`src/design/fprc_cfg.svh`:
```
// Timing and field constants for the fuse PROM host controller
`ifndef FPRC_CFG_SVH
`define FPRC_CFG_SVH
`define FPRC_CLK_NS 40
`define FPRC_WORDS 1024
`define FPRC_ADDR_W 10
`define FPRC_DATA_W 8
`define FPRC_ERASED_WORD 8'hFF
// Pulse width in microseconds: least, recommended, most
`define FPRC_PW_MIN_US 50
`define FPRC_PW_REC_US 180
`define FPRC_PW_MAX_US 50000
`define FPRC_PW_CYC ((`FPRC_PW_REC_US * 1000) / `FPRC_CLK_NS)
// Duty cycle in percent
`define FPRC_DUTY_PCT 20
`define FPRC_GAP_CYC ((`FPRC_PW_CYC * (100 - `FPRC_DUTY_PCT)) / `FPRC_DUTY_PCT)
`define FPRC_MAX_PULSES 8
// Address access delay in ns, rounded up to cycles
`define FPRC_TAA_NS 70
`define FPRC_TAA_CYC ((`FPRC_TAA_NS + `FPRC_CLK_NS - 1) / `FPRC_CLK_NS)
// Settle time after a supply change before the verify sample
`define FPRC_SETTLE_CYC 16
`endif

```
`src/design/fprc_pkg.sv`:
```
// Types for the fuse PROM host controller
package fprc_pkg;
    typedef enum logic [1:0] {FPRC_OK, FPRC_FAIL} fprc_result_t;
    typedef enum {
        FPRC_IDLE, FPRC_RD_WAIT, FPRC_PICK, FPRC_SETUP, FPRC_PULSE,
        FPRC_COOL, FPRC_VERIFY, FPRC_DONE
    } fprc_state_t;
endpackage

```
`src/design/fprc_sync_if.sv`:
```
// Group of synchronised pins handed from the input stage to the controller
`timescale 1ns/1ps
interface fprc_sync_if #(parameter int DW = 8);
    logic [DW-1:0] data;
    modport src (output data);
    modport dst (input data);
endinterface

```
`src/design/fprc_sync3.sv`:
```
// Three-stage synchroniser with agreement filter for the PROM data pins
`timescale 1ns/1ps
`include "fprc_cfg.svh"
module fprc_sync3 import fprc_pkg::*; #(
    parameter int DW = 8
) (
    input wire logic clk_i, // System clock
    input wire logic resetn_i, // Synchronous reset, active low
    input wire logic [DW-1:0] pin_i, // Raw pins
    fprc_sync_if.src sync_o // Filtered value
);
    typedef struct packed {
        logic [DW-1:0] s1;
        logic [DW-1:0] s2;
        logic [DW-1:0] s3;
        logic [DW-1:0] val;
    } fprc_sync_t;
    fprc_sync_t st_reg, st_next;
    always_comb begin
        st_next = st_reg;
        st_next.s1 = pin_i;
        st_next.s2 = st_reg.s1;
        st_next.s3 = st_reg.s2;
        // A change counts only once stages two and three agree
        for (int i = 0; i < DW; i++) begin
            if (st_reg.s2[i] == st_reg.s3[i]) begin
                st_next.val[i] = st_reg.s3[i];
            end
        end
    end
    always_ff @(posedge clk_i) begin
        if (!resetn_i) begin
            st_reg <= '1;
        end else begin
            st_reg <= st_next;
        end
    end
    assign sync_o.data = st_reg.val;
endmodule // fprc_sync3

```
`src/design/fprc_host.sv`:
```
// Host controller that reads and field-programs a 1024x8 fuse PROM
// Notes on behaviour
// RQ1 - The PROM holds 1024 eight-bit words on a ten-bit word address.
// RQ2 - The PROM drives its outputs only while all four selects are asserted.
// RQ3 - Any other select pattern leaves all eight PROM outputs off.
// RQ4 - Open-collector and tri-state builds differ only in their output stage.
// RQ5 - A read selects the address and samples after the access delay.
// RQ6 - A blank PROM reads one in every bit.
// RQ7 - Programming only turns a one into a zero, and never back.
// RQ8 - The address comes first, then the chip is deselected before any pulse.
// RQ9 - Only the output of the bit to be cleared receives a pulse.
// RQ10 - Pulses last 0.05 to 50 ms, 0.18 ms by default, one to eight per bit.
// RQ11 - Pulses run at about 20 percent duty cycle.
// RQ12 - Other outputs stay open or high while one is pulsed.
// RQ13 - Verify ends the pulse, lowers supply, selects fully and expects zero.
// RQ14 - Select, pulse and verify repeat per bit, one bit per pass.
// RQ15 - Address pins are driven to defined levels throughout programming.
// RQ16 - Bits wanted as one are skipped; pulsing stops once verify reads zero.
`timescale 1ns/1ps
`include "fprc_cfg.svh"
module fprc_host import fprc_pkg::*; #(
    parameter int AW = `FPRC_ADDR_W,
    parameter int DW = `FPRC_DATA_W,
    parameter int PW_CYC = `FPRC_PW_CYC,
    parameter int GAP_CYC = `FPRC_GAP_CYC,
    parameter int MAX_PULSES = `FPRC_MAX_PULSES
) (
    input wire logic clk_i, // 25 MHz clock
    input wire logic resetn_i, // Synchronous reset, active low
    input wire logic rd_req_i, // Start a read, pulse
    input wire logic pg_req_i, // Start programming a word, pulse
    input wire logic [AW-1:0] addr_i, // Word address
    input wire logic [DW-1:0] wdata_i, // Wanted word
    output logic busy_o, // Operation in progress
    output logic done_o, // Operation finished, pulse
    output logic fail_o, // Bit would not clear, with done
    output logic [DW-1:0] rdata_o, // Read or verify data
    output logic [AW-1:0] word_address_o, // PROM address pins
    output logic select_low_a_o, // Low-active select
    output logic select_low_b_o, // Low-active select
    output logic select_high_a_o, // High-active select
    output logic select_high_b_o, // High-active select
    input wire logic [DW-1:0] data_out_i, // PROM data pins
    output logic [DW-1:0] pulse_o, // Programming pulse, one-hot
    output logic low_vcc_o // Request verify supply
);
    localparam int CW = $clog2(PW_CYC + GAP_CYC + `FPRC_SETTLE_CYC + 2);
    // Refuse sizes the fixed one-hot and bit index logic cannot serve
    if (AW != `FPRC_ADDR_W || DW != `FPRC_DATA_W) begin : g_bad_size
        $error("fprc_host: PROM is 1024 words of 8 bits");
    end
    if (PW_CYC < 1 || GAP_CYC < 1 || MAX_PULSES < 1 || MAX_PULSES > 8)
    begin : g_bad_pulse
        $error("fprc_host: pulse figures out of range");
    end
    // ==========================================================
    // State
    typedef struct packed {
        fprc_state_t st;
        logic [AW-1:0] addr;
        logic [DW-1:0] want;
        logic [DW-1:0] rdata;
        logic [2:0] bit_ix;
        logic [3:0] pulses;
        logic [CW-1:0] cnt;
        logic [CW-1:0] pw_len;
        logic sel;
        logic done;
        logic fail;
        logic pgm;
    } fprc_host_t;
    fprc_host_t q_reg, q_next;
    fprc_sync_if #(.DW(DW)) din ();
    fprc_sync3 #(.DW(DW)) u_sync (
        .clk_i(clk_i),
        .resetn_i(resetn_i),
        .pin_i(data_out_i),
        .sync_o(din)
    );
    // Wait covers access delay plus the three-stage input filter
    localparam int RD_CYC = `FPRC_TAA_CYC + 4;
    function automatic logic [DW-1:0] onehot(input logic [2:0] ix);
        onehot = '0;
        onehot[ix] = 1'b1;
    endfunction
    // ==========================================================
    // Sequencer
    always_comb begin
        q_next = q_reg;
        q_next.done = 1'b0;
        // Length of the pulse seen on the pins, for the width check
        q_next.pw_len = (pulse_o != '0) ? CW'(q_reg.pw_len + 1'b1) : '0;
        case (q_reg.st)
            FPRC_IDLE: begin
                if (rd_req_i || pg_req_i) begin
                    q_next.addr = addr_i; // [RQ15] [RQ1]
                    q_next.want = wdata_i;
                    q_next.pgm = pg_req_i && !rd_req_i;
                    q_next.fail = 1'b0;
                    q_next.bit_ix = '0;
                    q_next.sel = 1'b1; // [RQ5]
                    q_next.cnt = CW'(RD_CYC);
                    q_next.st = FPRC_RD_WAIT;
                end
            end
            FPRC_RD_WAIT: begin
                if (q_reg.cnt != '0) begin
                    q_next.cnt = q_reg.cnt - 1'b1;
                end else begin
                    q_next.rdata = din.data; // [RQ5]
                    q_next.st = q_reg.pgm ? FPRC_PICK : FPRC_DONE;
                end
            end
            FPRC_PICK: begin
                // Skip bits wanted high or already cleared [RQ16] [RQ7]
                if (q_reg.want[q_reg.bit_ix] || !q_reg.rdata[q_reg.bit_ix]) begin
                    if (q_reg.bit_ix == 3'h7) begin
                        q_next.st = FPRC_DONE;
                    end else begin
                        q_next.bit_ix = q_reg.bit_ix + 1'b1; // [RQ14]
                    end
                end else begin
                    q_next.pulses = '0;
                    q_next.sel = 1'b0; // [RQ8]
                    q_next.cnt = CW'(GAP_CYC);
                    q_next.st = FPRC_SETUP;
                end
            end
            FPRC_SETUP: begin
                if (q_reg.cnt != '0) begin
                    q_next.cnt = q_reg.cnt - 1'b1;
                end else begin
                    q_next.cnt = CW'(PW_CYC - 1);
                    q_next.pulses = q_reg.pulses + 1'b1;
                    q_next.st = FPRC_PULSE;
                end
            end
            FPRC_PULSE: begin
                if (q_reg.cnt != '0) begin
                    q_next.cnt = q_reg.cnt - 1'b1; // [RQ10]
                end else begin
                    q_next.cnt = CW'(`FPRC_SETTLE_CYC);
                    q_next.st = FPRC_COOL;
                end
            end
            FPRC_COOL: begin
                // Supply lowered, then selects fully asserted [RQ13]
                if (q_reg.cnt != '0) begin
                    q_next.cnt = q_reg.cnt - 1'b1;
                end else begin
                    q_next.sel = 1'b1;
                    q_next.cnt = CW'(RD_CYC);
                    q_next.st = FPRC_VERIFY;
                end
            end
            FPRC_VERIFY: begin
                if (q_reg.cnt != '0) begin
                    q_next.cnt = q_reg.cnt - 1'b1;
                end else begin
                    q_next.rdata = din.data;
                    q_next.sel = 1'b0;
                    if (!din.data[q_reg.bit_ix]) begin
                        q_next.rdata[q_reg.bit_ix] = 1'b1;
                        q_next.want[q_reg.bit_ix] = 1'b1; // [RQ16]
                        q_next.sel = 1'b1;
                        q_next.st = FPRC_PICK;
                    end else if (q_reg.pulses == 4'(MAX_PULSES)) begin
                        q_next.fail = 1'b1; // [RQ10]
                        q_next.st = FPRC_DONE;
                    end else begin
                        // Off-time keeps duty near target [RQ11]
                        q_next.cnt = CW'(GAP_CYC);
                        q_next.st = FPRC_SETUP;
                    end
                end
            end
            FPRC_DONE: begin
                q_next.done = 1'b1;
                q_next.sel = 1'b0;
                q_next.st = FPRC_IDLE;
            end
            default: q_next.st = FPRC_IDLE;
        endcase
    end
    always_ff @(posedge clk_i) begin
        if (!resetn_i) begin
            q_reg <= '{st: FPRC_IDLE, rdata: `FPRC_ERASED_WORD, default: '0};
        end else begin
            q_reg <= q_next;
        end
    end
    // ==========================================================
    // Pins
    assign busy_o = (q_reg.st != FPRC_IDLE);
    assign done_o = q_reg.done;
    assign fail_o = q_reg.fail;
    assign rdata_o = q_reg.rdata;
    assign word_address_o = q_reg.addr; // [RQ15]
    // Deselect drives only select_low_a_o high; select_low_b_o stays low [RQ2] [RQ3] [RQ8]
    assign select_low_a_o = !q_reg.sel;
    assign select_low_b_o = 1'b0;
    assign select_high_a_o = 1'b1;
    assign select_high_b_o = 1'b1;
    // One bit pulsed, others left open [RQ9] [RQ12] [RQ4]
    assign pulse_o = (q_reg.st == FPRC_PULSE) ? onehot(q_reg.bit_ix) : '0;
    assign low_vcc_o = (q_reg.st == FPRC_COOL) || (q_reg.st == FPRC_VERIFY);
endmodule // fprc_host

```
`config.mk`:
```
export PLATFORM = sky130hd
export DESIGN_NAME = fprc_host
export DESIGN_NICKNAME = d
export VERILOG_FILES = /design/src/design/fprc_pkg.sv /design/src/design/fprc_sync_if.sv /design/src/design/fprc_sync3.sv /design/src/design/fprc_host.sv
export VERILOG_INCLUDE_DIRS = /design/src /design/src/design
export SDC_FILE = /design/constraint.sdc
export NUM_CORES = 1
export LEC_CHECK = 0
export BUFFER_PORTS_ARGS = -buffer_cell sky130_fd_sc_hd__buf_2
export CORE_ASPECT_RATIO = 0.6
export CORE_MARGIN = 5
export CORE_UTILIZATION = 55
export DETAILED_ROUTE_END_ITERATION = 7
export PLACE_DENSITY = 0.78
export SYNTH_ARGS = -nofsm -noshare
export SYNTH_HDL_FRONTEND = slang
export SYNTH_SLANG_ARGS = --single-unit
```
`constraint.sdc`:
```
create_clock -name clk_i -period 2.7 [get_ports clk_i]
set_input_delay 0.27 -clock clk_i [delete_from_list [all_inputs] [get_ports clk_i]]
set_output_delay 0.27 -clock clk_i [all_outputs]
set_load 0.05 [all_outputs]
```
==> results of run 1 <==
==> where the power goes <==
part           internal [mW]  switching (mW)  leakage, nW
Sequential              1.49           0.216        0.712
Combinational          0.888            1.56         1.09
Clock                  0.660           0.532        0.136
Total                   3.04            2.31         1.94
==> cells by family after synthesis <==
kind of cell	Yosys count	share of synthesized area, %
fa+ha+maj	5	1.49
flops	87	41.4
compound gates	146	23.1
simple gates	203	23.6
other cells	2	0.179
mux	3	1.31
buf+inv	62	8.03
xor+xnor	4	0.833
==> cell type report <==
class / count / area (sq um)
fill: 634 / 2560
multi-input combinational: 364 / 2130
sequential: 87 / 1740
timing repair buffer: 79 / 455
clock buffer: 10 / 239
tap: 104 / 130
inverter: 14 / 52.6
clock inverter: 6 / 50.0
==> metrics by stage <==
step	setup slack, ps	power, mW	cells	hold WS (ps)
2_1_floorplan	76.1	3.52	513	367
4_1_cts	195	5.28	664	101
5_1_grt	104	5.65	664	107
6_report	150	5.35	664	106
3_3_place_gp	349	4.04	648	387
3_5_place_dp	231	4.09	648	394
==> worst max-delay path by stage <==
stage	end	depth (start not counted)	slack (ps)
floorplan	pulse_o[0]	5	80
global placement	q_reg[50]	6	350
detailed placement	rdata_o[2]	6	230
CTS	rdata_o[0]	6	190
global route	q_reg[21]	9	100
finish	rdata_o[0]	6	150
==> cell usage in the layout, fill, tap and decap left out, types with 8 or more instances in the layout <==
master,count
a211oi_1,11
a21o_1,11
a21oi_1,38
a22o_1,8
a31oi_1,10
buf_2,60
buf_4,18
clkbuf_16,9
dfxtp_1,87
inv_1,11
nand2_1,54
nand2b_1,31
nand3_1,8
nor2_1,54
nor3_1,20
o21ai_0,20
o21ai_1,9
==> layer usage <==
metal	routed length (um)	part of all wire (%)	vias up
li1	-	-	1878
met1	5290	46	1905
met2	4750	41	219
met3	1310	11	13
met4	102	0.89	0
met5	0	0	-
==> flow_summary.ini, run 1 <==
[routing]
routedWlPerCell_um = 17.3
drc_errors = 0
drt_first_pass_iters = 5
via_count = 4015
drtAntennaViolNets = 0
dr.first_iter.drc_count = 468
wl_mm = 11.5
vias_per_cell = 6.05

[grt]
first_global_vias = 3585
antenna_found_initial = 0
overflow = 0
grt_util_met1_pct = 37.3
grt.met2_usage_pct = 33.4
grt_usage_pct = 24.3
grt_max_degree = 55
grtUsageMet3_pct = 6.61
grt_busiest_layer = met1
grt_pass1_wl_mm = 18.5

[synthesis]
synth-edff-count = 0
ys_top_cells_by_count = dfxtp_1 (87), nand2_1 (54), nor2_1 (54)
synthArstFlopShare_pct = 0
synth_cell_type_count = 59
syn_area_sq_um = 4210
syn_avg_cell_area_sq_um = 8.22
synthTopCellsByArea = dfxtp_1 (41%), nand2_1 (4.8%), nor2_1 (4.8%), nand2b_1 (4.6%), a21oi_1 (4.5%)
synthFlopType = dfxtp_1
ys_seq_elements = 87
synth_largest_area_cell = dfxtp_1
syn_inst = 512
yosys_warnings = 0
yosysSeqAreaShare_pct = 41.4
yosysTopAreaCellShare_pct = 41.4
yosysMostFrequentCell = dfxtp_1

[setup_path]
r2r_start = q_reg[28]
worstPathArrival_ps = 2750
crit_chain = or3_1, or4_4, or2_1, a21o_1, nor3_1, o21ai_1
rrSetupSlack_ps = 150
path_buf_inv = 0
worstSetupStartpointType = flip-flop
path_delay_family = simple AND/OR/NAND/NOR gates
crit_start = q_reg[28]
worst-path-max-fanout = 8
worstReg2RegEnd = rdata_o[0]
crit_type = flip-flop to flip-flop
cp_slowest_cell = or4_4
end_kind = flip-flop
slowest_delay_ps = 570
required_ps = 2900
ff2ff_path_depth = 6

[final_layout]
largest_reg_flops = 35
drive_gt1_share_pct = 19.8
final_util_pct = 65.2
area_delta_synth_final_pct = 14.1
nets = 590
antenna_cells = 0
stdcell_area_sq_um = 4800

[floorplan]
ios = 64
start_util_pct = 57.2
rows = 24
fp.dieW_um = 123
core_area_sq_um = 7360
die_height_um = 77.7
die_area_sq_um = 9550

[run_status]
status = completed

[sta]
grt_setup_unrepaired = false
timing.final.crit_share_pct = 94.4
worst_pin_slew_ps = 658
final_hold_viol_count = 0
setup_viol = 0
drv_slew = 0
fmax_ghz = 0.392
post-route-min-period_ps = 2550
finalClockSkew_ps = 7.30
setup_tns_ps = 0
slew_headroom_pct = 56.0

[clock_tree]
post-cts-setup-buffers = 0
clkLatencyLatePin_ps = 340
clk_root_buffer_cell = clkbuf_16
hold_buffers = 0
cts.clk_slew.worst_paths_ps = 70
cts_resized = 0
numCtsBuffers = 9
clk_path_buf_depth = 2
htree_num_levels = 3
clock-sinks = 87
tritoncts = built

[placement]
routabilityCongestion = 0.982
port-buffer-count = 60
hpwl_mm = 8.32
placed_area_sq_um = 4510

[pwr]
p_leak_nw = 1.94
vdd_ir_drop_max_mv = 0.572
power_per_cell_area_nw_per_um2 = 1110

[hold_path]
holdCritStartpoint = data_out_i[6]
whs_path_depth = 2
hold_end = u_sync.st_next[22]
hold_class = input port to flip-flop

[flow_run]
cap_violations = 0
Note: power is estimated with default switching activity, not from simulation.
==> run 2: changes to the inputs <==
TNS_END_PERCENT = 20   (was not set)
clock period = 2.39 ns   (was 2.7 ns; I/O delays follow)
==> run 2 against run 1 <==
  * Combinational power is 23% higher
  * Setup slack worse by 75 ps
  * Non-clock buffer count is 12 higher
  * Total power is 19% higher
  * Wire length is 3.4% higher
  * Count of clock-buffer cells in the layout stayed put
  * Clock skew is 1.2 ps higher
  * Register-to-register slack worse by 70 ps
==> flow_summary.ini, run 2 (same netlist as run 1, synthesis figures left out) <==
[pwr]
cell_internal_pwr_mw = 3.68
p_comb_share_pct = 47.4
pwr-share-clk_pct = 22.5
vdd_ir_drop_max_mv = 0.669
p_leak_nw = 2.02
pwr-share-seq_pct = 30.1
power_per_cell_area_nw_per_um2 = 1280
power_mw = 6.35
p_sw_share_pct = 42.1
netSwitchingPower_mw = 2.67

[clock_tree]
clock-sinks = 87
clk_root_buffer_cell = clkbuf_16
post-cts-setup-buffers = 0
tritoncts = built
cts.clk_slew.worst_paths_ps = 60
clk_path_buf_depth = 2
htree_num_levels = 3
hold_buffers = 0
numCtsBuffers = 9
clkLatencyLatePin_ps = 340

[setup_path]
rrSetupSlack_ps = 80
crit_type = flip-flop to flip-flop
required_ps = 2670
worstSetupStartpointType = flip-flop
end_kind = flip-flop
worstPathArrival_ps = 2590
worst-path-max-fanout = 14

[grt]
overflow = 0
first_global_vias = 3914
grt_pass1_wl_mm = 19.4
grt_usage_pct = 25.7
grt_max_degree = 44
antenna_found_initial = 0

[final_layout]
largest_reg_flops = 35
antenna_cells = 0
stdcell_area_sq_um = 4940
final_common_cell = dfxtp_1
area_delta_synth_final_pct = 17.4
final_util_pct = 67.1
nFillCells = 625
mostFrequentLayoutCells = dfxtp_1 (86), buf_2 (60), nand2_1 (54), nor2_1 (54), a21oi_1 (38)
nets = 602
drive_gt1_share_pct = 23.3

[routing]
vias_per_cell = 5.97
routedWlPerCell_um = 17.5
wl_mm = 11.8
drc_errors = 0
drtAntennaViolNets = 0
via_count = 4036
drt_first_pass_iters = 5
dr.first_iter.drc_count = 506

[floorplan]
start_util_pct = 57.2
ios = 64
die_height_um = 77.7
fp.dieW_um = 123
die_area_sq_um = 9550
core_area_sq_um = 7360
rows = 24

[sta]
grt_setup_unrepaired = true
post-route-min-period_ps = 2310
worst_pin_slew_ps = 669
fmax_ghz = 0.432
slew_headroom_pct = 55.3
drv_slew = 0
finalClockSkew_ps = 8.51
timing.final.crit_share_pct = 96.8
final_hold_viol_count = 0
setup_viol = 0

[flow_run]
cap_violations = 0

[placement]
routabilityCongestion = 0.970
placed_area_sq_um = 4590
port-buffer-count = 60
hpwl_mm = 8.69

[run_status]
status = completed

[hold_path]
hold_class = input port to flip-flop
[run 2: cell count changes in the layout (fill, tap and decap cells not counted), sizes merged]
cell      previous run  this run
inv                 15        14
buf                 79        91
clkinvlp             2         0
bufinv               0         1
clkinv               3         5
[run 2: layout make-up]
class,instances,area [sq um],area share (%)
well taps,104,130,2.63
inverters,14,52.6,1.06
clock buffers,10,239,4.84
flip-flops and latches,87,1740,35.3
repair buffers,91,533,10.8
multi-input cells,364,2180,44.0
clock inverters,6,66.3,1.34
[run 2: critical path, cell delays in order, from the launching register on]
cell and delay, ps:
dfxtp_1 660, mux4_2 390, mux2i_1 190, buf_4 180, nand3_1 150, nor3_1 390, a21o_1 160, a22o_1 130
[run 2: stage by stage]
step	setup TNS (ps)	worst slack [ps]	hold WS, ps	cells
floorplan	-49.6	-49.6	336	513
global placement	0	102	388	660
detailed placement	-18.9	-18.9	397	660
CTS	0	10.9	70.3	676
global route	-87.9	-29.6	73.5	676
finish	0	75.7	74.0	676
[run 2: worst paths after layout]
| path | end | depth (start not counted) | start |
|---|---|---|---|
| worst max-delay path | q_reg[51] | 7 | q_reg[39] |
| worst min register to register | u_sync.st_next[15] | 1 | u_sync.st_next[23] |
| worst max register to register | q_reg[51] | 7 | q_reg[39] |
| worst min-delay path | u_sync.st_next[17] | 2 | data_out_i[1] |
[run 2: per-layer routing]
metal	vias to the layer above	part of all wire, %	global-route usage, %
met4	0	0.82	5.70
met2	224	42	37.9
met5	-	0	0
met3	13	10	7.99
li1	1917	-	-
met1	1882	47	37.0
[run 2: power by group through the flow]
| stage | Sequential [mW] | Combinational (mW) | Clock [mW] |
|---|---|---|---|
| 2_1_floorplan | 1.85 | 2.13 | 0 |
| 3_3_place_gp | 1.91 | 2.76 | 0 |
| 3_5_place_dp | 1.93 | 2.82 | 0 |
| 4_1_cts | 1.90 | 2.85 | 1.44 |
| 5_1_grt | 1.94 | 3.25 | 1.51 |
| 6_report | 1.91 | 3.01 | 1.43 |
[run 2: timing repair]
| action | CTS | global route |
|---|---|---|
| pin swaps | 0 | 1 |
| endpoints found under the setup margin | 1 | 32 |
| resized for setup | 1 | 10 |
| endpoints found under the hold margin | 0 | 0 |
==> run 3: changes to the inputs <==
CAP_MARGIN = 20   (was not set)
CORE_MARGIN = not set   (was 5)
==> run 3 against run 2 <==
  * Critical path depth unchanged
  * Sequential power about the same
  * Via count down 1.4%
  * Die area down 16%
  * Core utilization rose by 1.3 points
  * Combinational power barely moved
  * Final cell count is 0.89% higher
  * Setup slack worse by 34 ps
  * Total power rose by 2.1%
==> flow_summary.ini, run 3 (same netlist as run 1, synthesis figures left out) <==
[clock_tree]
numCtsBuffers = 9
htree_num_levels = 3
hold_buffers = 0
clk_path_buf_depth = 2
cts.clk_slew.worst_paths_ps = 60
clk_root_buffer_cell = clkbuf_16
clock-sinks = 87
clkLatencyLatePin_ps = 340
post-cts-setup-buffers = 0
tritoncts = built

[placement]
placed_area_sq_um = 4650
port-buffer-count = 60
place_inst = 666
routabilityCongestion = 0.935
hpwl_mm = 8.16
dp_slack_ps = 12.3

[routing]
via_count = 3978
drt_first_pass_iters = 8
routedWlPerCell_um = 16.6
drc_errors = 0
dr.first_iter.drc_count = 454
drtAntennaViolNets = 0
vias_per_cell = 5.83
wl_mm = 11.3

[sta]
worst_pin_slew_ps = 649
drv_slew = 0
final_hold_viol_count = 0
fin_ws_ps = 41.3
post-route-min-period_ps = 2350
slew_headroom_pct = 56.6
setup_tns_ps = 0
timing.final.crit_share_pct = 98.3
setup_viol = 0
finalClockSkew_ps = 5.13
grt_setup_unrepaired = false
fin_hold_ws_ps = 76.6
fmax_ghz = 0.426

[floorplan]
start_util_pct = 57.4
die_area_sq_um = 8010
core_area_sq_um = 7330
die_height_um = 69.7
rows = 24
fp.dieW_um = 115
ios = 64

[setup_path]
slowest_delay_ps = 470
crit_chain = nor4_1, nand4_1, buf_4, o21ai_0, a221o_1, a21oi_1, a311oi_1
required_ps = 2640
path_buf_inv = 1
path_delay_family = compound AO/OA/AOI/OAI gates
worstPathArrival_ps = 2590
worst-path-max-fanout = 8
crit_type = flip-flop to flip-flop
end_kind = flip-flop
cp_slowest_cell = nor4_1
worstSetupStartpointType = flip-flop

[grt]
grt_max_degree = 45
grt_pass1_wl_mm = 18.2
overflow = 0
antenna_found_initial = 0
grt_usage_pct = 29.8
first_global_vias = 3641

[final_layout]
largest_reg_flops = 35
area_delta_synth_final_pct = 19.2
multi_input_area_sq_um = 2150
nets = 608
stdcell_count = 682
regArea_sq_um = 1740
stdcell_area_sq_um = 5020
final_util_pct = 68.5
nFillCells = 599
final_common_cell = dfxtp_1
antenna_cells = 0
drive_gt1_share_pct = 24.0
mostFrequentLayoutCells = dfxtp_1 (85), buf_2 (60), nand2_1 (54), nor2_1 (54), a21oi_1 (38)

[pwr]
p_leak_nw = 2.07
power_mw = 6.48
vdd_ir_drop_max_mv = 0.824
power_per_cell_area_nw_per_um2 = 1290

[flow_run]
cap_violations = 0

[hold_path]
hold_class = input port to flip-flop

[run_status]
status = completed
run 3: changes by cell type in the layout (fill, tap and decap cells not counted), moves of 2 or more:
cell / before / now
clkinvlp_4: 0 / 2
buf_4: 31 / 36
nor3_1: 16 / 18
clkinv_2: 2 / 0
nor3_2: 4 / 2
run 3: worst register-to-register path, cell delays in order, from the launching register on:
cell      delay (ps)
dfxtp_1          360
nor4_1           470
nand4_1          330
buf_4            270
o21ai_0          250
a221o_1          260
a21oi_1           80
a311oi_1         230
run 3: layout make-up:
type / instances / share of cell area (%)
multi-input cells: 364 / 43.0
flip-flops and latches: 87 / 34.8
repair buffers: 97 / 11.8
clock buffers: 11 / 5.04
well taps: 104 / 2.59
clock inverters: 5 / 1.75
inverters: 14 / 1.12
run 3: path summary, 6_finish.rpt:
check / start / end / slack, ps / cells past startpoint
hold reg to reg: u_sync.st_next[18] / u_sync.st_next[10] / 400 / 1
hold / removal: data_out_i[1] / u_sync.st_next[17] / 80 / 2
setup reg to reg: q_reg[25] / q_reg[3] / 40 / 7
setup / recovery: q_reg[25] / q_reg[3] / 40 / 7
run 3: where the power goes:
part / internal (mW) / switching, mW / leakage, nW
logic: 1.17 / 1.86 / 1.19
clock network: 0.983 / 0.579 / 0.164
registers: 1.69 / 0.199 / 0.713
run 3: timing repair:
item / in CTS / in global routing
endpoints found under the setup margin: 7 / 14
gates resized for setup: 3 / 6
gates cloned: 0 / 0
hold endpoints to repair: 0 / 0
run 3: layer usage:
metal  routed length, um  vias to the layer above  global-route usage (%)  share of wire, %
li1                    -                     1914                       -                 -
met2                4560                      237                    41.6                40
met5                   0                        -                       0                 0
met1                5360                     1818                    43.3                47
met3                1320                        9                    11.1                12
met4                  81                        0                    6.49              0.72
